$ cat src/verilog/scc_pkg.sv
// Constants, register map and carrier types for the system clock control block.
// Assumes a single clock domain with synchronous active-low reset.
// What this block does
// - Divide selected source by 1 to 64
// - Choose PLL path or direct oscillator path
// - Exactly one of five oscillator sources
// - External 32k only with hibernation enabled
// - Separate internal and main oscillator disables
// - Never disable the oscillator clocking device
// - Deep-sleep gating keeps only enabled peripherals
// - Per-port high-speed or peripheral bus select
// - Three interrupt sources, write one to clear
// - Only enabled sources reach interrupt line
// - Flash size in bytes readable
// - Raw and masked status both readable
package scc_pkg;

	localparam logic [7:0] SCC_CLKCFG_OFS = 8'h00;
	localparam logic [7:0] SCC_OSCCTL_OFS = 8'h04;
	localparam logic [7:0] SCC_GPIOBUS_OFS = 8'h08;
	localparam logic [7:0] SCC_DSLEEP_OFS = 8'h0C;
	localparam logic [7:0] SCC_RIS_OFS = 8'h10;
	localparam logic [7:0] SCC_IMR_OFS = 8'h14;
	localparam logic [7:0] SCC_MIS_OFS = 8'h18;
	localparam logic [7:0] SCC_FLASH_OFS = 8'h1C;
	localparam logic [7:0] SCC_STAT_OFS = 8'h20;

	// Clock config field positions
	localparam int SCC_DIV_LSB = 0;
	localparam int SCC_PLL_BIT = 6;
	localparam int SCC_SRC_LSB = 8;
	localparam int SCC_XTAL_LSB = 12;

	localparam int SCC_NPORT = 5;
	localparam int SCC_NPERIPH = 32;
	localparam int SCC_NIRQ = 3;
	localparam int SCC_IRQ_MOSC = 0;
	localparam int SCC_IRQ_PLL = 1;
	localparam int SCC_IRQ_BOR = 2;

	localparam logic [5:0] SCC_DIV_RST = 6'h00;
	localparam logic [4:0] SCC_XTAL_RST = 5'h00;
	localparam logic [4:0] SCC_XTAL_MIN_PLL = 5'h04;
	localparam logic [31:0] SCC_FLASH_BYTES = 32'h0001_0000;

	typedef enum logic [2:0] {
		src_main_osc,
		src_internal_osc,
		src_internal_osc_div4,
		src_external_32k,
		src_internal_30k
	} scc_src_e;

	typedef struct packed {
		logic [5:0] sys_divider_code;
		logic       select_pll_path;
		scc_src_e   src;
		logic [4:0] crystal_freq_code;
	} scc_clkcfg_s;

	typedef struct packed {
		logic [7:0]  addr;
		logic [31:0] wdata;
		logic        wr;
		logic        rd;
	} scc_bus_s;

	typedef struct packed {
		logic main_osc_pup;
		logic pll_lock;
		logic brownout;
	} scc_event_s;

endpackage
$ cat src/verilog/scc_ctrl.sv
// System clock source, divider, oscillator gating and system interrupt control.
// Analog oscillators and PLL are outside; this block drives their controls.
`timescale 1ns/100ps
module scc_ctrl
	import scc_pkg::*;
(
	input  wire logic                   clk,
	input  wire logic                   rst_b,
	input  wire scc_bus_s               bus,
	output logic [31:0]                 rdata,
	input  wire scc_event_s             evt,
	input  wire logic                   hib_present,
	input  wire logic                   hib_enabled,
	input  wire logic                   deep_sleep,
	output scc_clkcfg_s                 clk_cfg,
	output logic                        internal_osc_off,
	output logic                        main_osc_off,
	output logic                        pll_enable,
	output logic [SCC_NPORT-1:0]        gpio_hs_bus,
	output logic [SCC_NPERIPH-1:0]      periph_run,
	output logic                        irq
);

	scc_clkcfg_s               req_reg;
	scc_clkcfg_s               act_reg;
	logic                      pend_reg;
	logic                      gate_en_reg;
	logic [SCC_NPERIPH-1:0]    ds_en_reg;
	logic [SCC_NPORT-1:0]      hs_reg;
	logic                      int_off_reg;
	logic                      main_off_reg;
	logic [SCC_NIRQ-1:0]       ris_reg;
	logic [SCC_NIRQ-1:0]       imr_reg;
	logic [SCC_NIRQ-1:0]       ev;
	logic [SCC_NIRQ-1:0]       clr;
	logic [SCC_NIRQ-1:0]       mis;
	scc_clkcfg_s               wcfg;
	logic                      w_cfg;
	logic                      src_ok;
	logic                      uses_int;
	logic                      uses_main;

	assign ev = {evt.brownout, evt.pll_lock, evt.main_osc_pup};
	assign mis = ris_reg & imr_reg;
	assign w_cfg = bus.wr && bus.addr == SCC_CLKCFG_OFS;
	assign clr = (bus.wr && bus.addr == SCC_RIS_OFS) ? bus.wdata[SCC_NIRQ-1:0] : '0;

	always_comb begin
		wcfg.sys_divider_code = bus.wdata[SCC_DIV_LSB +: 6];
		wcfg.select_pll_path = bus.wdata[SCC_PLL_BIT];
		wcfg.src = scc_src_e'(bus.wdata[SCC_SRC_LSB +: 3]);
		wcfg.crystal_freq_code = bus.wdata[SCC_XTAL_LSB +: 5];
		// Illegal codes and unavailable 32k source leave the request unchanged
		unique case (wcfg.src)
			src_main_osc, src_internal_osc, src_internal_osc_div4, src_internal_30k: begin
				src_ok = 1'b1;
			end
			src_external_32k: begin
				src_ok = hib_present && hib_enabled;
			end
			default: begin
				src_ok = 1'b0;
			end
		endcase
	end

	// Oscillators feeding the active clock cannot be switched off
	assign uses_int = act_reg.src == src_internal_osc || act_reg.src == src_internal_osc_div4;
	assign uses_main = act_reg.src == src_main_osc;

	always_ff @(posedge clk) begin
		if (!rst_b) begin
			req_reg <= '{SCC_DIV_RST, 1'b0, src_internal_osc, SCC_XTAL_RST};
			pend_reg <= 1'b0;
		end else if (w_cfg && src_ok) begin
			req_reg <= wcfg;
			pend_reg <= 1'b1;
		end else if (pend_reg && (!req_reg.select_pll_path || evt.pll_lock)) begin
			pend_reg <= 1'b0;
		end
	end

	// Active config moves only once pending switch is safe
	always_ff @(posedge clk) begin
		if (!rst_b) begin
			act_reg <= '{SCC_DIV_RST, 1'b0, src_internal_osc, SCC_XTAL_RST};
		end else if (pend_reg && (!req_reg.select_pll_path || evt.pll_lock)) begin
			act_reg <= req_reg;
		end
	end

	always_ff @(posedge clk) begin
		if (!rst_b) begin
			int_off_reg <= 1'b0;
			main_off_reg <= 1'b0;
		end else if (bus.wr && bus.addr == SCC_OSCCTL_OFS) begin
			int_off_reg <= bus.wdata[0];
			main_off_reg <= bus.wdata[1];
		end
	end

	always_ff @(posedge clk) begin
		if (!rst_b) begin
			internal_osc_off <= 1'b0;
			main_osc_off <= 1'b0;
			pll_enable <= 1'b0;
			clk_cfg <= '{SCC_DIV_RST, 1'b0, src_internal_osc, SCC_XTAL_RST};
		end else begin
			internal_osc_off <= int_off_reg && !uses_int;
			main_osc_off <= main_off_reg && !uses_main && !act_reg.select_pll_path;
			pll_enable <= req_reg.select_pll_path || act_reg.select_pll_path;
			clk_cfg <= act_reg;
		end
	end

	always_ff @(posedge clk) begin
		if (!rst_b) begin
			hs_reg <= '0;
			gate_en_reg <= 1'b0;
			ds_en_reg <= '0;
		end else begin
			if (bus.wr && bus.addr == SCC_GPIOBUS_OFS) begin
				hs_reg <= bus.wdata[SCC_NPORT-1:0];
			end
			if (bus.wr && bus.addr == SCC_DSLEEP_OFS) begin
				ds_en_reg <= bus.wdata;
			end
			if (bus.wr && bus.addr == SCC_STAT_OFS) begin
				gate_en_reg <= bus.wdata[0];
			end
		end
	end

	always_ff @(posedge clk) begin
		if (!rst_b) begin
			gpio_hs_bus <= '0;
			periph_run <= '1;
		end else begin
			gpio_hs_bus <= hs_reg;
			periph_run <= (deep_sleep && gate_en_reg) ? ds_en_reg : '1;
		end
	end

	// Set wins over clear so a simultaneous event is never lost
	genvar i;
	generate
		for (i = 0; i < SCC_NIRQ; i++) begin : g_irq
			always_ff @(posedge clk) begin
				if (!rst_b) begin
					ris_reg[i] <= 1'b0;
				end else if (ev[i]) begin
					ris_reg[i] <= 1'b1;
				end else if (clr[i]) begin
					ris_reg[i] <= 1'b0;
				end
			end
		end
	endgenerate

	always_ff @(posedge clk) begin
		if (!rst_b) begin
			imr_reg <= '0;
			irq <= 1'b0;
		end else begin
			if (bus.wr && bus.addr == SCC_IMR_OFS) begin
				imr_reg <= bus.wdata[SCC_NIRQ-1:0];
			end
			irq <= |mis;
		end
	end

	always_ff @(posedge clk) begin
		if (!rst_b) begin
			rdata <= '0;
		end else if (bus.rd) begin
			unique case (bus.addr)
				SCC_CLKCFG_OFS: rdata <= {15'h0, req_reg.crystal_freq_code, 1'b0,
					req_reg.src, 1'b0, req_reg.select_pll_path, req_reg.sys_divider_code};
				SCC_OSCCTL_OFS: rdata <= {30'h0, main_off_reg, int_off_reg};
				SCC_GPIOBUS_OFS: rdata <= {27'h0, hs_reg};
				SCC_DSLEEP_OFS: rdata <= ds_en_reg;
				SCC_RIS_OFS: rdata <= {29'h0, ris_reg};
				SCC_IMR_OFS: rdata <= {29'h0, imr_reg};
				SCC_MIS_OFS: rdata <= {29'h0, mis};
				SCC_FLASH_OFS: rdata <= SCC_FLASH_BYTES;
				SCC_STAT_OFS: rdata <= {30'h0, pend_reg, gate_en_reg};
				default: rdata <= '0;
			endcase
		end else begin
			rdata <= '0;
		end
	end

endmodule

$ cat config.mk
export PLATFORM = sky130hd
export DESIGN_NAME = scc_ctrl
export DESIGN_NICKNAME = d
export VERILOG_FILES = /design/src/verilog/scc_pkg.sv /design/src/verilog/scc_ctrl.sv
export SDC_FILE = /design/constraint.sdc
export NUM_CORES = 1
export LEC_CHECK = 0
export BUFFER_PORTS_ARGS = -buffer_cell sky130_fd_sc_hd__buf_2
export CAP_MARGIN = 20
export CELL_PAD_IN_SITES_DETAIL_PLACEMENT = 1
export CELL_PAD_IN_SITES_GLOBAL_PLACEMENT = 2
export CORE_UTILIZATION = 33
export CTS_BUF_LIST = sky130_fd_sc_hd__clkbuf_8
export DETAILED_ROUTE_END_ITERATION = 10
export PLACE_DENSITY = 0.81
export SYNTH_ARGS = -nofsm -noshare
export SYNTH_HDL_FRONTEND = slang
export SYNTH_SLANG_ARGS = --single-unit
$ cat constraint.sdc
create_clock -name clk -period 2.1 [get_ports clk]
set_input_delay 0 -clock clk [delete_from_list [all_inputs] [get_ports clk]]
set_output_delay 0 -clock clk [all_outputs]
set_load 0.01 [all_outputs]
==> results of run 1 <==
## per-layer routing
metal | vias up | track usage [%] | share of wire, %
met5 | - | 0 | 0
met4 | 0 | 6.33 | 1.5
met3 | 20 | 4.98 | 4.8
met2 | 116 | 31.5 | 48
met1 | 2163 | 22.9 | 45
li1 | 2209 | - | -
## critical path: cells and delay by family
family | cells | cell delay [ns]
compound gates | 2 | 0.28
buf+inv | 3 | 1.28
simple gates | 2 | 0.78
## final cells by class
type                    instances  area (um^2)
flip-flops and latches        165         3300
clock inverters                12          161
clock buffers                  19          262
multi-input cells             352         2060
well taps                     216          270
repair buffers                200         1270
inverters                       6         22.5
fillers                      1859         8760
## worst max path at each step
| stage | start | endpoint | depth (start not counted) | slack (ns) |
|---|---|---|---|---|
| final | bus[37] | ris_reg[0] | 7 | 0.1 |
| after global routing | bus[37] | ris_reg[0] | 7 | 0.02 |
| after CTS | bus[37] | ris_reg[0] | 7 | 0.06 |
| after detailed placement | bus[37] | rdata[1] | 5 | 0.19 |
| after global placement | bus[37] | rdata[1] | 5 | 0.21 |
| after floorplan | req_reg[8] | act_reg[5] | 5 | 0.62 |
## kinds of logic after synthesis
kind of cell           share of synthesized area (%)
XOR/XNOR                                       0.158
buffers and inverters                           3.17
multiplexers                                    8.64
AND/OR/NAND/NOR                                 20.8
AO/OA/AOI/OAI                                   7.55
flip-flops                                      59.7
## cells in the final DEF, fill, tap and decap left out, types with 11 or more instances in the layout
cell,Yosys,layout
a21oi_1,37,37
clkbuf_8,0,19
and2_1,38,38
nand2_1,75,74
nor2_1,57,56
mux2i_1,41,41
dlygate4sd3_1,0,46
dfxtp_1,165,165
a22oi_1,11,11
buf_2,10,137
buf_4,0,17
or2_2,32,32
## report_power, final
part           switching, mW  internal [mW]  leakage (nW)
sequential           0.00566           3.13          1.33
clock                   1.10           1.34         0.227
combinational          0.120          0.115          1.59
total                   1.23           4.58          3.15
## repair_timing
item,in CTS,in global routing
resized for setup,0,2
setup buffers,0,0
endpoints found under the setup margin,0,5
endpoints found under the hold margin,74,0
hold buffers,46,0
==> results.json, run 1 <==
{
  "status": "finished clean",
  "drc": 0,
  "ys.flop_type": "dfxtp_1",
  "finalWeightedCongestion": 0.797,
  "whs_ns": 0.0300,
  "fin_skew_ns": 0.0132,
  "synth_top_area_share_pct": 59.7,
  "yosysMostFrequentCell": "dfxtp_1",
  "overflow": 0,
  "drtPass1Iterations": 4,
  "ctsRootBufferMaster": "clkbuf_8",
  "fmax_ghz": 0.500,
  "power_per_cell_area_nw_per_um2": 790,
  "placed_cell_area_um2": 6470,
  "dpl.cell_count": 893,
  "max_slew_margin_pct": 62.3,
  "grt_first_pass_wirelength_um": 24900,
  "seq_area_frac_synth_pct": 59.7,
  "critPathMaxFanout": 12,
  "synth_cell_types": 40,
  "drv_slew": 0,
  "cts_buffer_depth": 2,
  "synth_cells": 555,
  "worstPathArrival_ns": 2.35,
  "routed_via_density": 4.65,
  "antenna_left": 0,
  "synth-seq-cells": 165,
  "layout-drive-gt1-share_pct": 29.8,
  "grt_pass1_vias": 4675,
  "hold_class": "input pin to register",
  "dr_total_vias": 4508,
  "min_to": "rdata[1]",
  "die_h_um": 132,
  "nNetsFinal": 792,
  "syn_nets": 605,
  "path_clk_slew_ns": 0.09,
  "crit_chain": "dlygate4sd3_1, buf_2, or4_1, nor2_2, a21boi_0, o21a_1, dlygate4sd3_1",
  "async_reset_ff_share_pct": 0,
  "worst_slew_pin_slew_ns": 0.563,
  "maxCapViolations": 0,
  "diodes": 0,
  "post-route-period-util_pct": 95.3,
  "r2r_end": "act_reg[4]",
  "start_util_pct": 34.3,
  "die_width_um": 132,
  "ys_warn_count": 0,
  "synthTopCellsByArea": "dfxtp_1 60%, mux2i_1 7.4%, nand2_1 5.1%",
  "hold_start": "bus[41]",
  "dieArea_um2": 17300,
  "clock_latency_ns": 0.46,
  "slowest_delay_ns": 0.59,
  "h-tree-depth": 4,
  "cpMostUsedCell": "dlygate4sd3_1",
  "path_class": "input pin to register",
  "io_pins": 138,
  "hpwl_um": 10800,
  "yosys-top-cells-count": "165 x dfxtp_1, 75 x nand2_1, 57 x nor2_1",
  "cts_num_sinks": 165,
  "wl_per_cell_um": 16.1,
  "synth_edf_count": 0,
  "grt_max_degree": 48,
  "setup_viol": 0,
  "synth_top_area_cell": "dfxtp_1",
  "worst_setup_path_end_kind": "register",
  "fin_crit_ns": 2.00,
  "fin_area_um2": 7360,
  "ff2ff_setup_slack_ns": 0.69,
  "grt_util_all_layers_pct": 18.7,
  "p_total_mw": 5.81,
  "core_um2": 16100,
  "drtIter0Drc": 161,
  "crit_slowest_cell": "or4_1",
  "antenna_found_initial": 0,
  "finalSetupTns_ns": 0,
  "layout.cells.non_filler": 970,
  "irDropWorstVdd_mv": 0.384,
  "rr_startpoint": "req_reg[8]",
  "cp.required_ns": 2.45,
  "final_core_util_pct": 45.7,
  "reg2reg_depth": 5,
  "syn_area_um2": 5530,
  "cts_tree": "yes",
  "hold_violations": 0,
  "whs_path_depth": 4,
  "postRouteWirelength_um": 15600,
  "worst_setup_path_start_kind": "input pin",
  "cts_buffers": 17,
  "area_growth_syn_to_layout_pct": 32.9,
  "setup_ws_ns": 0.0989,
  "pre_cts_slack_ns": 0.187,
  "rsz0062_at_grt": "no",
  "rows": 46,
  "port_buffers": 137,
  "leakage_nw": 3.15,
  "syn_avg_cell_area_um2": 9.97
}
Note: power is estimated with default switching activity, not from simulation.
==> run 2: changes to the inputs <==
CORE_ASPECT_RATIO = 1.5   (was unset)
GPL_TIMING_DRIVEN = 0   (was unset)
PLACE_DENSITY = 0.8   (was 0.81)
==> results.json, run 2 (synthesis gave the netlist of run 1 again) <==
{
  "status": "finished clean",
  "ctsRootBufferMaster": "clkbuf_8",
  "cts_tree": "yes",
  "rows": 57,
  "critPathMaxFanout": 10,
  "leakage_nw": 3.11,
  "post-route-period-util_pct": 92.7,
  "crit_buf_inv": 5,
  "hold_violations": 0,
  "path_class": "input pin to register",
  "multi_input_area_um2": 2060,
  "fin_crit_ns": 1.95,
  "drtPass1Iterations": 4,
  "crit_chain": "dlygate4sd3_1, buf_2, clkbuf_1, clkbuf_1, o21a_1, dlygate4sd3_1",
  "placed_cell_area_um2": 6480,
  "grt_pass1_vias": 4697,
  "clkPwrFrac_pct": 40.8,
  "drtIter0Drc": 176,
  "start_util_pct": 33.9,
  "area_growth_syn_to_layout_pct": 32.5,
  "hpwl_um": 11900,
  "comb_power_share_pct": 4.1,
  "h-tree-depth": 4,
  "wl_per_cell_um": 16.7,
  "dr_total_vias": 4562,
  "cts_buffers": 17,
  "setup_viol": 0,
  "dieArea_um2": 17300,
  "grt_util_all_layers_pct": 19.4,
  "path_clk_slew_ns": 0.09,
  "hold_class": "input pin to register",
  "drc": 0,
  "grt_util_met1_pct": 21.7,
  "fill_cells": 1913,
  "antenna_left": 0,
  "switching_share_pct": 25.4,
  "setup_ws_ns": 0.153,
  "cts_num_sinks": 165,
  "power_per_cell_area_nw_per_um2": 777,
  "p_switching_mw": 1.45,
  "port_buffers": 137,
  "finalWeightedCongestion": 0.916,
  "p_int_mw": 4.25,
  "cts_buffer_depth": 2,
  "final_common_cell": "dfxtp_1",
  "core_um2": 16300,
  "io_pins": 138,
  "grt_max_degree": 19,
  "worst_setup_path_end_kind": "register",
  "slowest_delay_ns": 0.53,
  "rsz0062_at_grt": "no",
  "fmax_ghz": 0.514,
  "antenna_found_initial": 0,
  "worst_setup_path_start_kind": "input pin",
  "worst_slew_pin_slew_ns": 0.651,
  "drv_slew": 0,
  "finalSetupTns_ns": 0,
  "seq_power_share_pct": 55.1,
  "worstPathArrival_ns": 2.34,
  "max_slew_margin_pct": 56.6,
  "grt_first_pass_wirelength_um": 25100,
  "path_depth": 6,
  "met3_usage_pct": 3.57,
  "crit_slowest_cell": "dlygate4sd3_1",
  "reg2reg_depth": 5,
  "pre_cts_slack_ns": 0.0945,
  "die_width_um": 108,
  "path_delay_family": "buffers and inverters",
  "maxCapViolations": 0,
  "fin_area_um2": 7330,
  "routed_via_density": 4.69,
  "mostFrequentLayoutCells": "165 x dfxtp_1, 147 x buf_2, 75 x nand2_1",
  "cts_setup_buffers": 0,
  "diodes": 0,
  "cp.required_ns": 2.49,
  "overflow": 0,
  "fin_skew_ns": 0.0128,
  "whs_path_depth": 4,
  "busiest_layer": "met2",
  "clock_latency_ns": 0.45,
  "irDropWorstVdd_mv": 0.422,
  "die_h_um": 161,
  "layout-drive-gt1-share_pct": 29.2,
  "seq_area_um2": 3300,
  "gr-usage-met2_pct": 36.3,
  "postRouteWirelength_um": 16300,
  "nNetsFinal": 804
}
[run 2: cell types whose count changed in the layout (fill, tap and decap cells not counted), sizes merged]
| cell | delta |
|---|---|
| buf | -3 |
| bufinv | -3 |
| clkbuf | +16 |
| clkinv | +4 |
| dlygate4sd3 | -3 |
| inv | +2 |
[run 2: layer usage]
metal	part of all wire (%)	routed length [um]
met5	0	0
met4	1.4	234
met3	3.7	608
met2	54	8780
met1	41	6630
[run 2: power groups by stage]
stage | clock network (mW) | logic (mW) | registers [mW]
after floorplan | 0 | 0.0643 | 3.21
after global placement | 0 | 0.169 | 3.21
after detailed placement | 0 | 0.172 | 3.21
after CTS | 2.38 | 0.234 | 3.14
after global routing | 2.53 | 0.253 | 3.14
final | 2.33 | 0.235 | 3.14
[run 2: repair_timing]
action	CTS	global route
endpoints found under the setup margin	0	11
hold buffers	43	0
gates resized for setup	0	2
hold endpoints to repair	67	0
[run 2: tightest hold or removal path: stages]
cell and delay (ns):
buf_2 0.15, nor4_4 0.08, nand4_1 0.10, a31oi_1 0.12
[run 2: final cells by class]
cell class                      instances  area share (%)
Buffer                                 32            2.08
Clock buffer                           17            3.19
Clock inverter                         15            2.47
Inverter                                6           0.307
Multi-Input combinational cell        352            28.2
Sequential cell                       165            45.1
Tap cell                              206            3.52
Timing Repair Buffer                  180            15.2
[run 2: metrics by stage]
stage	power [mW]	hold slack (ns)	instances	utilization [%]
after floorplan	3.27	0.124	555	-
after global placement	3.38	0.210	898	39.7
after detailed placement	3.38	0.219	898	39.7
after CTS	5.76	0.0115	973	44.8
after global routing	5.92	0.0481	973	44.9
final	5.70	0.0592	973	44.9
[run 2: final timing paths]
kind / slack (ns) / from / to
min: 0.06 / bus[38] / rdata[1]
min reg2reg: 0.46 / ds_en_reg[7] / ds_en_reg[7]
max reg2reg: 0.27 / req_reg[8] / act_reg[5]
max: 0.15 / rst_b / ris_reg[2]
==> run 3: changes to the inputs <==
SETUP_SLACK_MARGIN = 0.4   (was unset)
==> results.json, run 3 (synthesis gave the netlist of run 1 again) <==
{
  "status": "finished clean",
  "worstPathArrival_ns": 1.90,
  "finalWeightedCongestion": 0.916,
  "p_total_mw": 5.69,
  "overflow": 0,
  "cts_setup_buffers": 0,
  "max_slew_margin_pct": 56.2,
  "hpwl_um": 11900,
  "r2r_end": "act_reg[5]",
  "cts_buffers": 17,
  "critical_path.startpoint": "req_reg[8]",
  "crit_end": "act_reg[5]",
  "hold_violations": 0,
  "area_growth_syn_to_layout_pct": 32.6,
  "core_um2": 16300,
  "rows": 57,
  "start_util_pct": 33.9,
  "power_per_cell_area_nw_per_um2": 775,
  "wl_per_cell_um": 16.7,
  "leakage_nw": 3.12,
  "final_core_util_pct": 44.9,
  "worst_setup_path_start_kind": "register",
  "rr_startpoint": "req_reg[8]",
  "cts_tree": "yes",
  "placed_cell_area_um2": 6480,
  "irDropWorstVdd_mv": 0.424,
  "clock_latency_ns": 0.45,
  "seq_area_um2": 3300,
  "io_pins": 138,
  "die_width_um": 108,
  "critPathMaxFanout": 10,
  "dr_wl_met2_um": 8740,
  "fin_skew_ns": 0.0153,
  "multi_input_area_um2": 2070,
  "path_clk_slew_ns": 0.10,
  "reg2reg_depth": 5,
  "cp.required_ns": 2.40,
  "cts_num_sinks": 165,
  "nNetsFinal": 804,
  "worst_setup_path_end_kind": "register",
  "path_class": "register to register",
  "maxCapViolations": 0,
  "antenna_found_initial": 0,
  "fmax_ghz": 0.628,
  "die_h_um": 161,
  "ctsRootBufferMaster": "clkbuf_8",
  "wl_met3_um": 524,
  "rsz0062_at_grt": "no",
  "post-route-period-util_pct": 75.8,
  "grt_pass1_vias": 4698,
  "ff2ff_setup_slack_ns": 0.51,
  "postRouteWirelength_um": 16200,
  "finalSetupTns_ns": 0,
  "port_buffers": 137,
  "drv_slew": 0,
  "grt_max_degree": 19,
  "drc": 0,
  "dieArea_um2": 17300,
  "drtPass1Iterations": 4,
  "fin_area_um2": 7340,
  "routed_via_density": 4.69,
  "highest_layer": "met4",
  "final_common_cell": "dfxtp_1",
  "dr_total_vias": 4561,
  "worst_slew_pin_slew_ns": 0.657,
  "grt_first_pass_wirelength_um": 25100,
  "h-tree-depth": 4,
  "grt_util_all_layers_pct": 19.4,
  "whs_path_depth": 4,
  "drtIter0Drc": 167,
  "wl_met1_um": 6670,
  "cts_buffer_depth": 2,
  "fin_crit_ns": 1.59,
  "fill_cells": 1910,
  "setup_viol": 0,
  "diodes": 0,
  "hold_class": "input pin to register",
  "layout-drive-gt1-share_pct": 29.1,
  "antenna_left": 0,
  "mostFrequentLayoutCells": "165 x dfxtp_1, 146 x buf_2, 75 x nand2_1"
}
[run 3: worst min path at each step]
stage	start	end	slack [ns]
after global placement	evt[2]	ris_reg[0]	0.21
after floorplan	evt[0]	ris_reg[2]	0.12
after detailed placement	evt[0]	ris_reg[2]	0.22
after CTS	bus[41]	rdata[1]	0.008
after global routing	bus[41]	rdata[1]	0.04
final	bus[41]	rdata[1]	0.04
[run 3: metrics by stage]
step,hold WS (ns),cells,setup slack [ns]
CTS,0.00841,973,0.447
global placement,0.210,898,0.114
detailed placement,0.219,898,0.0945
finish,0.0408,973,0.507
global route,0.0433,973,0.441
floorplan,0.124,555,0.617
[run 3: cell type report]
type                    count  area share [%]
plain buffers              32            2.16
clock buffers              17            3.19
clock inverters            15            2.47
inverters                   6           0.307
multi-input cells         352            28.2
flip-flops and latches    165            45.0
well taps                 206            3.51
repair buffers            180            15.2
[run 3: metal layers]
metal | vias to the layer above | global-route usage, %
met3 | 16 | 3.53
met2 | 108 | 36.1
li1 | 2230 | -
met5 | - | 0
met4 | 0 | 6.23
met1 | 2207 | 21.8
[run 3: worst max-delay path, cell delays in order, from the launching register on]
cell     delay, ns
dfxtp_1       0.50
inv_1         0.15
o21ai_4       0.29
buf_6         0.24
mux2i_1       0.20
nand2_1       0.07
[run 3: what timing repair did]
| action | in CTS | in global routing |
|---|---|---|
| gates resized for setup | 3 | 1 |
| endpoints found under the setup margin | 10 | 2 |
| hold endpoints to repair | 67 | 0 |
| hold buffers | 43 | 0 |
[run 3: report_power, final]
part	switching, mW	internal [mW]	leakage, nW
Combinational	0.125	0.108	1.58
Sequential	0.00478	3.13	1.33
Clock	1.31	1.01	0.206
Total	1.44	4.25	3.12
